<file path="src/common/cscs_defines.vh">
// Purpose: constants for the CPU system clock select block
// Assumes: Wishbone byte addresses, 32-bit data
// Notes: included by both design files
`ifndef CSCS_DEFINES_VH
`define CSCS_DEFINES_VH
`define CSCS_ADR_PCS 4'h0
`define CSCS_ADR_SCS 4'h4
`define CSCS_ADR_CMD 4'h8
`define CSCS_ADR_STAT 4'hC
`define CSCS_PCS_RESET 4'h0
`define CSCS_SCS_RESET 4'h0
`define CSCS_BIT_SRC 0
`define CSCS_BIT_OSTOP 3
`define CSCS_BIT_HALT 2
`define CSCS_BIT_STOP 3
`define CSCS_CMD_STOP 2'h1
`define CSCS_CMD_HALT 2'h2
`define CSCS_DIV64 2'h0
`define CSCS_DIV16 2'h1
`define CSCS_DIV8 2'h2
`define CSCS_DIV4 2'h3
`define CSCS_DLY_FROM64 6'h01
`define CSCS_DLY_FROM16 6'h04
`define CSCS_DLY_FROM8 6'h08
`define CSCS_DLY_FROM4 6'h10
`define CSCS_DLY_FROMSUB 6'h01
`define CSCS_DLY_TOSUB 6'h20
`define CSCS_SUB_DIV 2'h3
`endif

</file>
<file path="src/design/cscs_mcycle.v">
// Purpose: machine cycle tick generator for the selected CPU clock divisor
// Assumes: sub_tick is a one-cycle pulse already in the sys_clk domain
// Notes: divisor value is held by the caller and may change at any tick
`timescale 1ns/1ps
`default_nettype none
`include "cscs_defines.vh"
module cscs_mcycle (
	input wire sys_clk,
	input wire resetn,
	input wire use_sub,
	input wire [1:0] div_sel,
	input wire sub_tick,
	output reg tick
);
	reg [5:0] cnt;
	reg [5:0] limit;
	reg [1:0] sub_cnt;
	always @* begin
		case (div_sel)
			`CSCS_DIV64: limit = 6'h3F;
			`CSCS_DIV16: limit = 6'h0F;
			`CSCS_DIV8: limit = 6'h07;
			`CSCS_DIV4: limit = 6'h03;
			default: limit = 6'h3F;
		endcase
	end
	always @(posedge sys_clk) begin
		if (!resetn) begin
			cnt <= 6'h00;
			sub_cnt <= 2'h0;
			tick <= 1'b0;
		end else if (use_sub) begin
			// Subsystem: one machine cycle per four sub clocks
			cnt <= 6'h00;
			tick <= sub_tick && (sub_cnt == `CSCS_SUB_DIV);
			if (sub_tick) begin
				sub_cnt <= sub_cnt + 2'h1;
			end
		end else begin
			sub_cnt <= 2'h0;
			tick <= (cnt >= limit);
			cnt <= (cnt >= limit) ? 6'h00 : cnt + 6'h01;
		end
	end
endmodule // cscs_mcycle
`default_nettype wire

</file>
<file path="src/design/cscs_top.v">
// Purpose: CPU clock select, standby request and main/sub clock switching
// Assumes: classic Wishbone slave, one wait state; subsystem clock on a pin
// Notes: clock changes are applied after a machine cycle delay
// Contract
// RULE_01: processor clock register: divider and mode bits
// RULE_02: mode bits enter standby, release clears them
// RULE_03: register write updates low bits, clears high
// RULE_04: stop sets bit three, halt bit two
// RULE_05: stop and halt ignore bank enable flag
// RULE_06: on subsystem clock use sub over four
// RULE_07: divider applies only on main clock
// RULE_08: stop allowed only on main clock
// RULE_09: reset clears processor clock register
// RULE_10: system clock register: source and oscillator stop
// RULE_11: source and stop bit change separately
// RULE_12: system bits ignore bank enable flag
// RULE_13: software stops oscillator only on subsystem
// RULE_14: oscillator stop on main is no stop mode
// RULE_15: reset clears system clock register
// RULE_16: software waits before stopping main oscillator
// RULE_17: stop bit grounds main oscillator input pin
// RULE_18: external main clock forbids stop mode
// RULE_19: never go subsystem with divide-by-16
// RULE_20: clock switch is delayed machine cycles
// RULE_21: delays 1, 4, 8, 16 cycles
// RULE_22: oscillator stop after 32 cycles
// RULE_23: divisors 64, 16, 8, 4
`timescale 1ns/1ps
`default_nettype none
`include "cscs_defines.vh"
module cscs_top (
	input wire sys_clk,
	input wire resetn,
	input wire [3:0] wb_adr_i,
	input wire [31:0] wb_dat_i,
	input wire wb_we_i,
	input wire [3:0] wb_sel_i,
	input wire wb_cyc_i,
	input wire wb_stb_i,
	output reg [31:0] wb_dat_o,
	output reg wb_ack_o,
	input wire memory_bank_enable_flag,
	input wire standby_release,
	input wire sub_clk_pin,
	output reg cpu_clk_tick,
	output reg stop_mode,
	output reg halt_mode,
	output reg main_osc_input_pin_gnd,
	output reg main_osc_enable,
	output reg cpu_on_sub,
	output reg [1:0] cpu_div_active
);
	////////////////////////////////////////////////////////////////////////////
	reg [3:0] processor_clock_select_reg;
	reg [3:0] system_clock_select_reg;
	reg sub_s1;
	reg sub_s2;
	reg sub_s3;
	reg [1:0] act_div;
	reg act_sub;
	reg [5:0] dly_cnt;
	reg pend;
	reg [1:0] pend_div;
	reg pend_sub;
	reg [5:0] next_dly;
	wire sub_tick;
	wire mc_tick;
	wire wr_stb;
	wire rd_stb;
	wire clock_source_bit;
	wire main_osc_stop_bit;
	assign clock_source_bit = system_clock_select_reg[`CSCS_BIT_SRC];
	assign main_osc_stop_bit = system_clock_select_reg[`CSCS_BIT_OSTOP];
	assign wr_stb = wb_cyc_i && wb_stb_i && wb_we_i && !wb_ack_o && wb_sel_i[0];
	assign rd_stb = wb_cyc_i && wb_stb_i && !wb_ack_o;
	////////////////////////////////////////////////////////////////////////////
	// Subsystem clock pin is foreign: two flops, then edge detect on the second
	always @(posedge sys_clk) begin
		if (!resetn) begin
			sub_s1 <= 1'b0;
			sub_s2 <= 1'b0;
			sub_s3 <= 1'b0;
		end else begin
			sub_s1 <= sub_clk_pin;
			sub_s2 <= sub_s1;
			sub_s3 <= sub_s2;
		end
	end
	assign sub_tick = sub_s2 && !sub_s3;
	cscs_mcycle u_mcycle (
		.sys_clk(sys_clk),
		.resetn(resetn),
		.use_sub(act_sub), // [RULE_06]
		.div_sel(act_div), // [RULE_07] [RULE_23]
		.sub_tick(sub_tick),
		.tick(mc_tick)
	);
	////////////////////////////////////////////////////////////////////////////
	// Wait depends on the setting in force before the change
	always @* begin
		if (act_sub) begin
			next_dly = `CSCS_DLY_FROMSUB; // [RULE_21]
		end else if (clock_source_bit) begin
			// Worst case for the main to sub crossing
			next_dly = `CSCS_DLY_TOSUB; // [RULE_22]
		end else begin
			case (act_div)
				`CSCS_DIV64: next_dly = `CSCS_DLY_FROM64; // [RULE_21]
				`CSCS_DIV16: next_dly = `CSCS_DLY_FROM16;
				`CSCS_DIV8: next_dly = `CSCS_DLY_FROM8;
				`CSCS_DIV4: next_dly = `CSCS_DLY_FROM4;
				default: next_dly = `CSCS_DLY_FROM64;
			endcase
		end
	end
	////////////////////////////////////////////////////////////////////////////
	// Registers and Wishbone slave; bank enable flag is not consulted at all
	always @(posedge sys_clk) begin
		if (!resetn) begin
			processor_clock_select_reg <= `CSCS_PCS_RESET; // [RULE_09]
			system_clock_select_reg <= `CSCS_SCS_RESET; // [RULE_15]
			wb_ack_o <= 1'b0;
			wb_dat_o <= 32'h00000000;
		end else begin
			wb_ack_o <= rd_stb;
			wb_dat_o <= 32'h00000000;
			if (rd_stb && !wb_we_i) begin
				case (wb_adr_i)
					`CSCS_ADR_PCS: wb_dat_o <= {28'h0000000, processor_clock_select_reg};
					`CSCS_ADR_SCS: wb_dat_o <= {28'h0000000, system_clock_select_reg};
					`CSCS_ADR_STAT: wb_dat_o <= {26'h0000000, pend, act_sub, act_div, halt_mode,
						stop_mode};
					default: wb_dat_o <= 32'h00000000;
				endcase
			end
			// Release has priority: a pending release ends standby
			if (standby_release) begin
				processor_clock_select_reg[3:2] <= 2'h0; // [RULE_02]
			end
			if (wr_stb && wb_adr_i == `CSCS_ADR_PCS) begin
				processor_clock_select_reg <= {2'h0, wb_dat_i[1:0]}; // [RULE_03] [RULE_01]
			end
			if (wr_stb && wb_adr_i == `CSCS_ADR_CMD && !standby_release) begin
				// Stop refused on the subsystem clock; halt accepted unless standby_release is high
				if (wb_dat_i[1:0] == `CSCS_CMD_STOP && !act_sub && !clock_source_bit) begin
					processor_clock_select_reg[`CSCS_BIT_STOP] <= 1'b1; // [RULE_04] [RULE_08] [RULE_05]
				end
				if (wb_dat_i[1:0] == `CSCS_CMD_HALT) begin
					processor_clock_select_reg[`CSCS_BIT_HALT] <= 1'b1; // [RULE_04]
				end
			end
			if (wr_stb && wb_adr_i == `CSCS_ADR_SCS) begin
				// Only one of the two bits may change per write [RULE_11] [RULE_12]
				if (wb_dat_i[0] != clock_source_bit) begin
					system_clock_select_reg[`CSCS_BIT_SRC] <= wb_dat_i[0]; // [RULE_10]
				end else begin
					system_clock_select_reg[`CSCS_BIT_OSTOP] <= wb_dat_i[3]; // [RULE_10]
				end
			end
		end
	end
	////////////////////////////////////////////////////////////////////////////
	// Delayed adoption of new clock setting
	always @(posedge sys_clk) begin
		if (!resetn) begin
			act_div <= `CSCS_DIV64;
			act_sub <= 1'b0;
			pend <= 1'b0;
			pend_div <= `CSCS_DIV64;
			pend_sub <= 1'b0;
			dly_cnt <= 6'h00;
		end else if (!pend) begin
			if (processor_clock_select_reg[1:0] != act_div || clock_source_bit != act_sub) begin
				pend <= 1'b1; // [RULE_20]
				pend_div <= processor_clock_select_reg[1:0];
				pend_sub <= clock_source_bit;
				dly_cnt <= next_dly;
			end
		end else if (mc_tick) begin
			if (dly_cnt <= 6'h01) begin
				act_div <= pend_div; // [RULE_21]
				act_sub <= pend_sub;
				pend <= 1'b0;
			end else begin
				dly_cnt <= dly_cnt - 6'h01;
			end
		end
	end
	////////////////////////////////////////////////////////////////////////////
	// Outputs, all registered
	always @(posedge sys_clk) begin
		if (!resetn) begin
			cpu_clk_tick <= 1'b0;
			stop_mode <= 1'b0;
			halt_mode <= 1'b0;
			main_osc_input_pin_gnd <= 1'b0;
			main_osc_enable <= 1'b1;
			cpu_on_sub <= 1'b0;
			cpu_div_active <= `CSCS_DIV64;
		end else begin
			cpu_clk_tick <= mc_tick;
			stop_mode <= processor_clock_select_reg[`CSCS_BIT_STOP]; // [RULE_02]
			halt_mode <= processor_clock_select_reg[`CSCS_BIT_HALT];
			// Oscillator stop bit alone never raises stop_mode [RULE_14]
			main_osc_input_pin_gnd <= main_osc_stop_bit
				|| processor_clock_select_reg[`CSCS_BIT_STOP]; // [RULE_17]
			main_osc_enable <= !(main_osc_stop_bit
				|| processor_clock_select_reg[`CSCS_BIT_STOP]);
			cpu_on_sub <= act_sub; // [RULE_06]
			cpu_div_active <= act_div;
		end
	end
endmodule // cscs_top
`default_nettype wire

</file>
<file path="config.mk">
export PLATFORM = sky130hd
export DESIGN_NAME = cscs_top
export DESIGN_NICKNAME = d
export VERILOG_FILES = /design/src/design/cscs_mcycle.v /design/src/design/cscs_top.v
export VERILOG_INCLUDE_DIRS = /design/src /design/src/common
export SDC_FILE = /design/constraint.sdc
export NUM_CORES = 1
export LEC_CHECK = 0
export ABC_AREA = 1
export ABC_CLOCK_PERIOD_IN_PS = 2810
export BUFFER_PORTS_ARGS = -buffer_cell sky130_fd_sc_hd__buf_2
export CORE_ASPECT_RATIO = 1.25
export CORE_MARGIN = 2
export CORE_UTILIZATION = 25
export DETAILED_ROUTE_END_ITERATION = 6
export SLEW_MARGIN = 30
export SYNTH_ARGS = -nofsm -noshare
export SYNTH_HDL_FRONTEND = slang
export SYNTH_HIERARCHICAL = 1
export SYNTH_SLANG_ARGS = --single-unit
</file>
<file path="constraint.sdc">
create_clock -name sys_clk -period 2.81 [get_ports sys_clk]
set_input_delay 0.1405 -clock sys_clk [delete_from_list [all_inputs] [get_ports sys_clk]]
set_output_delay 0.1405 -clock sys_clk [all_outputs]
set_load 0.03 [all_outputs]
</file>
==> flow_metrics.tcl, run 1 <==
set metrics [dict create \
    grt_max_degree 26 \
    period_share_pct 62.27 \
    final_antenna_net_count 0 \
    yosysMostFrequentCell "nand2_1" \
    synth_seq_area_share_pct 38.82 \
    yosysWarnings 6 \
    initial_utilization_pct 25.86 \
    firstDrtPassIters 4 \
    critPathMaxStageDelay_ps 510 \
    path_cells "inv_1 -> ha_1 -> a21boi_2 -> nand3_2 -> nand2_4 -> nand2_4 -> nand2_1 -> a21oi_2" \
    synthArstFlopShare_pct 0 \
    placed_cell_area_um2 2539 \
    fin_setup_tns_ps 0 \
    power_switching_w 0.0003352 \
    ios 89 \
    critPathMaxFanout 12 \
    p_clk_share_pct 44.8 \
    gp_congestion 0.7833 \
    route.vias.total 1895 \
    die-area_um2 10290 \
    clock_latency_ps 280 \
    drt_iter0_markers 113 \
    area_growth_pct 13.82 \
    grt_pass1_vias 1811 \
    wl_um 4516 \
    cts_made_buffers 5 \
    grt_usage_pct 8.870 \
    synth_common_cells "nand2_1 (61), dfxtp_1 (46), inv_1 (38)" \
    setup_violations 0 \
    max_cap_viol_count 0 \
    antennaDiodeCount 0 \
    switching_share_pct 24.02 \
    core_area_um2 9174 \
    drive_gt1_share_pct 20.12 \
    yosys.area.top_type "dfxtp_1" \
    hold_viol_final 0 \
    synth.distinct_cells 33 \
    crit_type "flip-flop to flip-flop" \
    cts_resized 0 \
    power.leakage_nw 1.300 \
    synth_edf_count 0 \
    hold_class "primary input to flip-flop" \
    portBuffers 29 \
    path_clk_slew_ps 60 \
    cts_setup_buffers 0 \
    rows 39 \
    rsz0062_at_grt "no" \
    synth_cells 311 \
    status "completed" \
    die_height_um 112.9 \
    maxSlewViolCount 0 \
    path_common_cell "nand2_4" \
    die_x_um 91.13 \
    synthFlopType "dfxtp_1" \
    synth_seq_cells 46 \
    grt_overflow 0 \
    cp_slowest_cell "dfxtp_1" \
    viasPerCell 4.067 \
    power_density_nw_per_um2 516.8 \
    clock_sinks 46 \
    fin_nets 399 \
    seqPwrFrac_pct 47.7 \
    cts_buffer_depth 2 \
    finalInstanceArea_um2 2700 \
    antenna_found_initial 0 \
    dpl.hpwl_um 3423 \
    required_ps 2980 \
    cts_tree "yes" \
    h-tree-depth 2 \
    period_minus_slack_ps 1750 \
    synth_top_area_share_pct 38.82 \
    clock-root-buffer "clkbuf_16" \
    synth_area_leaders "dfxtp_1 (39%), nand2_1 (9.7%), buf_4 (8.2%), inv_1 (6.0%), ha_1 (4.7%)" \
    worst_ep_arrival_time_ps 1920 \
    ctsHoldBuffers 0 \
    end_kind "flip-flop" \
    wl_per_cell_um 9.691 \
    fmax_mhz 571.5 \
    vdd_drop_max_v 0.0002872 \
    synth_area_um2 2372 \
    largestRegisters "dly_cnt (6), u_mcycle/cnt (6), wb_dat_o (6)" \
    grt_pass1_wl_um 7707 \
    startpoint_type "flip-flop" \
    route.detailed.drc 0 \
    syn_area_per_cell_um2 7.628 \
    p_comb_share_pct 7.5 \
    fin_worst_skew_ps 2.849 \
    p_int_w 0.001060 \
]
[layer usage]
metal	vias to the layer above	GRT usage, %	routed length [µm]
met5	-	0	0
met4	0	3.434	48
met3	6	1.931	165
met2	43	15.31	2170
met1	856	10.75	2131
li1	990	-	-
[final timing paths]
kind	startpoint	cells after the start	end	slack, ps
setup / recovery	act_sub$_SDFFE_PN0P_	8	dly_cnt[0]$_SDFFE_PN0P_	1060
setup reg to reg	act_sub$_SDFFE_PN0P_	8	dly_cnt[0]$_SDFFE_PN0P_	1060
hold / removal	sub_clk_pin	3	sub_s1$_SDFF_PN0_	50
hold reg to reg	sub_s1$_SDFF_PN0_	2	sub_s2$_SDFF_PN0_	420
[metrics by stage]
stage / setup slack [ps] / hold WS (ps) / power, W / cells / util (%)
after CTS: 1068 / 48.10 / 0.001415 / 466 / 29.43
after floorplan: 1357 / 238.1 / 0.0007905 / 336 / -
after global routing: 890.0 / 49.66 / 0.001450 / 466 / 29.43
after detailed placement: 1102 / 341.2 / 0.0007848 / 458 / 27.67
after global placement: 1106 / 328.8 / 0.0007834 / 458 / 27.67
final: 1060 / 46.36 / 0.001396 / 466 / 29.43
[critical path: cells and delay by family (launching register included)]
family          cells  cell delay [ps]
compound gates      2              210
fa+ha+maj           1              290
buf+inv             1              130
flops               1              510
simple gates        4              490
[area by class of cell]
type,instances,area (µm²)
Fill cell,1005,6474
Sequential cell,46,920.9
Clock buffer,7,152.6
Multi-Input combinational cell,218,1161
Clock inverter,1,8.758
Inverter,42,157.7
Tap cell,123,153.9
Timing Repair Buffer,29,145.1
[power by group through the flow]
stage	clock network (W)	logic, W	registers, W
2_1_floorplan	0	0.000110	0.000680
5_1_grt	0.000668	0.000115	0.000666
3_3_place_gp	0	0.000103	0.000680
4_1_cts	0.000645	0.000105	0.000666
3_5_place_dp	0	0.000104	0.000681
6_report	0.000625	0.000105	0.000666
[cell families (layout without fill, tap and decap cells)]
| family | after synthesis | after routing | share of synthesized area (%) |
|---|---|---|---|
| other cells | 1 | 26 | 0.1581 |
| mux | 1 | 1 | 0.4220 |
| simple gates | 140 | 140 | 28.53 |
| xor+xnor | 5 | 5 | 1.846 |
| flops | 46 | 46 | 38.82 |
| buf+inv | 72 | 79 | 16.19 |
| fa+ha+maj | 9 | 9 | 4.747 |
| compound gates | 37 | 37 | 9.283 |
[cell usage in the layout, fill, tap and decap left out, types with 5 or more instances in the layout]
master	instances
ha_1	9
nand2_1	61
a21oi_1	14
clkbuf_16	5
buf_2	29
dfxtp_1	46
o21ai_0	10
conb_1	26
nand3_1	19
a21oi_2	5
nor2_2	5
inv_1	38
nand3_2	6
nor2_1	30
(Power assumes the default switching activity.)
==> run 2: changes to the inputs <==
Settings changed: ABC_CLOCK_PERIOD_IN_PS 2810 to 1400.
Clock period 2.81 ns to 1.4 ns, I/O delays scaled along.
==> run 2 against run 1 <==
Combinational power is 120% higher. Via count is 5.9% higher. Fmax is 26% higher. Routed wire length is 8.3% higher. Flip-flop and latch count stayed put. Sequential power is 100% higher. Die area stayed put. Sequential share of layout area is 3.2 points lower. First-iteration DRC count is 28% lower. Core utilization is 3.2 points higher. Highest routed layer unchanged. Cell count is 5.2% higher.
==> flow_metrics.tcl, run 2 (synthesis gave the netlist of run 1 again) <==
set metrics [dict create \
    cp-endpoint "dly_cnt[5]$_SDFFE_PN0P_" \
    grt_max_degree 17 \
    final_cell_mix "nand2_1 (58), dfxtp_1 (42), inv_1 (35), buf_2 (29), conb_1 (26)" \
    h-tree-depth 2 \
    rsz0062_at_grt "yes" \
    pre_cts_slack_ps -24.19 \
    die_height_um 112.9 \
    fmax_mhz 720.2 \
    drive_gt1_share_pct 30.52 \
    layout_setup_ws_ps 11.49 \
    clock_sinks 46 \
    area_growth_pct 26.21 \
    clock_latency_ps 290 \
    path_clk_slew_ps 60 \
    gp_congestion 0.8233 \
    hold_class "primary input to flip-flop" \
    rr_endpoint "dly_cnt[5]$_SDFFE_PN0P_" \
    worst_ep_arrival_time_ps 1610 \
    r2r_cells 9 \
    p_comb_share_pct 8.4 \
    initial_utilization_pct 25.86 \
    final_antenna_net_count 0 \
    fin_setup_tns_ps 0 \
    finalInstanceArea_um2 2994 \
    timing.rr.start "act_sub$_SDFFE_PN0P_" \
    placed_cell_area_um2 2716 \
    startpoint_type "flip-flop" \
    core_area_um2 9174 \
    critPathMaxFanout 6 \
    crit_type "flip-flop to flip-flop" \
    drt_iter0_markers 81 \
    p_clk_share_pct 43.6 \
    ios 89 \
    period_share_pct 99.18 \
    fin_nets 423 \
    r2r_slack_ps 10 \
    startpoint "act_sub$_SDFFE_PN0P_" \
    route.vias.total 2006 \
    grt_overflow 0 \
    dpl.hpwl_um 3657 \
    firstDrtPassIters 4 \
    clock-root-buffer "clkbuf_16" \
    antenna_found_initial 0 \
    power_density_nw_per_um2 927.8 \
    p_int_w 0.002098 \
    final_common_cell "nand2_1" \
    postLayoutCoreUtil_pct 32.64 \
    rows 39 \
    required_ps 1620 \
    fill_cells 999 \
    route.detailed.drc 0 \
    cts_buffer_depth 2 \
    period_minus_slack_ps 1389 \
    maxSlewViolCount 0 \
    seqPwrFrac_pct 48.0 \
    end_kind "flip-flop" \
    grt_usage_pct 9.414 \
    max_cap_viol_count 0 \
    largestRegisters "dly_cnt (6), u_mcycle/cnt (6), wb_dat_o (6)" \
    grt_pass1_wl_um 8024 \
    antennaDiodeCount 0 \
    cts_made_buffers 5 \
    hold_viol_final 0 \
    grt_pass1_vias 1891 \
    viasPerCell 4.094 \
    die-area_um2 10290 \
    wl_per_cell_um 9.984 \
    status "completed" \
    die_x_um 91.13 \
    whs_ps 52.96 \
    wl_um 4892 \
    cts_tree "yes" \
    power.leakage_nw 1.401 \
    power_switching_w 0.0006797 \
    switching_share_pct 24.47 \
    setup_violations 0 \
    vdd_drop_max_v 0.0006584 \
    portBuffers 29 \
    fin_worst_skew_ps 4.538 \
]
run 2: cell count changes in the layout (fill, tap and decap cells not counted), sizes merged:
cell	change
nand2	+1
buf	+22
inv	+1
dlygate4sd3	+1
clkinv	-1
run 2: final cells by class:
cell class / count / area [µm²] / share of cell area, %
clock buffers: 7 / 142.6 / 4.764
flip-flops and latches: 46 / 925.9 / 30.92
multi-input cells: 219 / 1272 / 42.50
clock inverters: 1 / 8.758 / 0.2925
well taps: 123 / 153.9 / 5.140
inverters: 42 / 157.7 / 5.265
repair buffers: 52 / 332.8 / 11.12
run 2: timing repair:
item / in CTS / in global routing
pin swaps: 0 / 12
endpoints found under the setup margin: 5 / 20
gates resized for setup: 0 / 21
hold buffers: 1 / 0
setup buffers: 1 / 2
gates cloned: 1 / 0
endpoints found under the hold margin: 1 / 0
run 2: metal layers:
metal  track usage [%]  part of all wire [%]  up-vias
met3             1.931                   3.7       10
met4             3.838                   2.2        0
met1             10.38                    42      898
li1                  -                     -     1046
met2             17.48                    52       52
met5                 0                     0        -
run 2: worst min-delay path by stage:
stage | startpoint | end | cells past startpoint
floorplan | sub_clk_pin | sub_s1$_SDFF_PN0_ | 2
global placement | sub_clk_pin | sub_s1$_SDFF_PN0_ | 3
detailed placement | sub_clk_pin | sub_s1$_SDFF_PN0_ | 3
CTS | wb_dat_i[3] | system_clock_select_reg[3]$_SDFFE_PN0P_ | 3
global route | wb_dat_i[3] | system_clock_select_reg[3]$_SDFFE_PN0P_ | 3
finish | wb_dat_i[3] | system_clock_select_reg[3]$_SDFFE_PN0P_ | 3
run 2: power groups by stage:
stage / Clock (W) / Sequential (W) / Combinational, W
floorplan: 0 / 0.00137 / 0.000222
global placement: 0 / 0.00136 / 0.000222
detailed placement: 0 / 0.00136 / 0.000225
CTS: 0.00125 / 0.00133 / 0.000229
global route: 0.00129 / 0.00133 / 0.000256
finish: 0.00121 / 0.00133 / 0.000235
run 2: stage by stage:
stage / cells / power (W)
2_1_floorplan: 336 / 0.001587
3_3_place_gp: 477 / 0.001584
3_5_place_dp: 477 / 0.001588
4_1_cts: 488 / 0.002816
5_1_grt: 490 / 0.002883
6_report: 490 / 0.002778
run 2: critical path, stage by stage (launching register included):
cell and delay (ps):
dfxtp_2 330, inv_2 50, ha_4 240, a21boi_2 150, nand3_2 120, nand2_4 150
nand2_4 90, nand2_2 50, nand2_1 50, nor2_1 100
==> run 3: changes to the inputs <==
Settings changed: ABC_AREA 1 to default.
==> run 3 against run 2 <==
The flow now finishes with violations (negative setup slack). Combinational power shrank 6%. Core utilization grew 1.4 points. Routed wire length grew 3.3%. Worst hold slack lost 12 ps. Critical endpoint is now u_mcycle/cnt[2]$_SDFF_PP0_. Largest power group unchanged. Highest routed layer unchanged.
==> flow_metrics.tcl, run 3 <==
set metrics [dict create \
    viasPerCell 4.191 \
    fill_cells 916 \
    p_int_w 0.002034 \
    synth-xor-area-share_pct 3.375 \
    route.vias.total 1781 \
    synth_mux_area_share_pct 5.661 \
    violations "negative setup slack" \
    die-area_um2 9981 \
    synthFlopType "dfxtp_1" \
    hold_class "primary input to flip-flop" \
    required_ps 1570 \
    seqPwrFrac_pct 49.6 \
    synthAdderAreaFrac_pct 4.899 \
    synth_area_leaders "dfxtp_1 (40%), buf_4 (8.5%), mux2i_1 (5.7%), ha_1 (4.9%), nor2b_1 (3.8%)" \
    final_common_cell "dfxtp_1" \
    grt_overflow 0 \
    hold_viol_final 0 \
    crit_type "flip-flop to flip-flop" \
    p_comb_share_pct 8.3 \
    gp_congestion 0.7303 \
    switching_share_pct 23.88 \
    dpl.hpwl_um 3504 \
    whs_path_depth 3 \
    synth_common_cells "dfxtp_1 (46), buf_4 (26), nor2_1 (22)" \
    cts_tree "yes" \
    vdd_drop_max_v 0.0004373 \
    timing.rr.start "act_div[0]$_SDFFE_PN0P_" \
    wl_um 5052 \
    grt_pass1_wl_um 8245 \
    period_share_pct 107.5 \
    worst_ep_arrival_time_ps 1680 \
    path_clk_slew_ps 60 \
    rows 39 \
    die_x_um 89.76 \
    synth.distinct_cells 55 \
    drive_gt1_share_pct 37.75 \
    syn_area_per_cell_um2 9.537 \
    antenna_found_initial 0 \
    dp.cells 406 \
    fin_nets 358 \
    setup_violations 16 \
    synth_top_family_by_area "simple AND/OR/NAND/NOR gates" \
    ios 89 \
    clock_sinks 46 \
    die_height_um 111.2 \
    power_density_nw_per_um2 869.8 \
    stdcell_count 425 \
    grt_pass1_vias 1804 \
    grt_max_degree 34 \
    max_cap_viol_count 0 \
    synth_cells 241 \
    period_minus_slack_ps 1505 \
    cts_buffer_depth 2 \
    r2r_cells 6 \
    antennaDiodeCount 0 \
    portBuffers 29 \
    wl_per_cell_um 11.89 \
    fin_worst_skew_ps 7.867 \
    synth_area_um2 2298 \
    drt_iter0_markers 86 \
    clock_latency_ps 290 \
    clock-root-buffer "clkbuf_16" \
    min_to "system_clock_select_reg[3]$_SDFFE_PN0P_" \
    power.leakage_nw 1.303 \
    route.detailed.drc 0 \
    yosysWarnings 6 \
    rsz0062_at_grt "yes" \
    core_area_um2 9027 \
    worstHoldStart "wb_dat_i[3]" \
    grt_usage_pct 10.07 \
    layout_setup_ws_ps -105.5 \
    firstDrtPassIters 4 \
    synth_edf_count 0 \
    pre_cts_slack_ps -158.3 \
    final_antenna_net_count 0 \
    end_kind "flip-flop" \
    synthArstFlopShare_pct 0 \
    status "finished with violations" \
    final_cell_mix "dfxtp_1 (37), buf_2 (29), buf_4 (28), conb_1 (26), nor2_1 (20)" \
    h-tree-depth 2 \
    p_clk_share_pct 42.1 \
    fmax_mhz 664.2 \
    synth_seq_cells 46 \
    initial_utilization_pct 25.46 \
    r2r_slack_ps -110 \
    critPathMaxFanout 6 \
    synth_top_area_share_pct 40.07 \
    yosysMostFrequentCell "dfxtp_1" \
    startpoint_type "flip-flop" \
    yosys.area.top_type "dfxtp_1" \
    maxSlewViolCount 0 \
    cts_made_buffers 5 \
    rr_endpoint "u_mcycle/cnt[2]$_SDFF_PP0_" \
    synth_compound_area_share_pct 11.49 \
    power_switching_w 0.0006383 \
    synth_seq_area_share_pct 40.07 \
    yosys.area_share.simple_pct 21.83 \
    area_growth_pct 33.70 \
    largestRegisters "dly_cnt (6), u_mcycle/cnt (6), wb_dat_o (6)" \
]
## run 3: stage by stage
stage,cell area (µm²),hold slack (ps),total power [W],TNS [ps],util (%)
3_5_place_dp,2711,287.5,0.001563,-1835,30.03
5_1_grt,3073,72.45,0.002773,-2260,34.04
3_3_place_gp,2711,294.2,0.001562,-1323,30.03
6_report,3073,40.64,0.002673,-1250,34.04
2_1_floorplan,2479,177.6,0.001568,-258.6,-
4_1_cts,3015,44.61,0.002698,-1278,33.40
## run 3: final cells by class
cell class	instances	area, µm²	share of cell area, %
Clock buffer	6	128.9	4.194
Clock inverter	2	10.01	0.3257
Inverter	9	38.79	1.262
Multi-Input combinational cell	174	1346	43.81
Sequential cell	46	942.2	30.66
Tap cell	123	153.9	5.008
Timing Repair Buffer	65	452.9	14.74
## run 3: logic make-up (layout without fill, tap and decap cells)
| logic type | Yosys count | count (layout) |
|---|---|---|
| buffers and inverters | 47 | 82 |
| AO/OA/AOI/OAI | 32 | 33 |
| flip-flops | 46 | 46 |
| other | 1 | 26 |
| XOR/XNOR | 8 | 8 |
| multiplexers | 13 | 13 |
| AND/OR/NAND/NOR | 85 | 85 |
| adder cells (fa/ha/maj) | 9 | 9 |
## run 3: worst max path at each step
stage / from / endpoint / cells after the start
after floorplan: dly_cnt[0]$_SDFFE_PN0P_ / dly_cnt[0]$_SDFFE_PN0P_ / 7
after global placement: dly_cnt[5]$_SDFFE_PN0P_ / dly_cnt[0]$_SDFFE_PN0P_ / 5
after detailed placement: act_div[1]$_SDFFE_PN0P_ / u_mcycle/cnt[1]$_SDFF_PP0_ / 5
after CTS: act_div[0]$_SDFFE_PN0P_ / u_mcycle/cnt[2]$_SDFF_PP0_ / 6
after global routing: act_div[1]$_SDFFE_PN0P_ / u_mcycle/cnt[2]$_SDFF_PP0_ / 6
final: act_div[0]$_SDFFE_PN0P_ / u_mcycle/cnt[2]$_SDFF_PP0_ / 6
## run 3: layer usage
layer	up-vias	GRT usage, %	part of all wire (%)
li1	893	-	-
met4	0	3.077	1.1
met5	-	0	0
met3	7	2.719	4.0
met2	37	18.38	52
met1	844	11.37	43
## run 3: what timing repair did
action | in CTS | in global routing
resized for setup | 17 | 12
hold buffers | 1 | 0
pin swaps | 11 | 8
buffers inserted | 7 | 2
endpoints found under the hold margin | 1 | 0
gates cloned | 1 | 0
setup endpoints to repair | 21 | 22
## run 3: critical path: stages, from the launching register on
cell       delay [ps]
dfxtp_4           360
or2_4             250
ha_1              280
o211ai_1          110
o2111ai_2         210
buf_6             150
nor2_1             40
## run 3: power groups by stage
stage	Combinational [W]	Sequential [W]	Clock, W
floorplan	0.000211	0.00136	0
global placement	0.000207	0.00135	0
detailed placement	0.000208	0.00136	0
CTS	0.000220	0.00133	0.00115
global route	0.000240	0.00133	0.00121
finish	0.000222	0.00132	0.00113
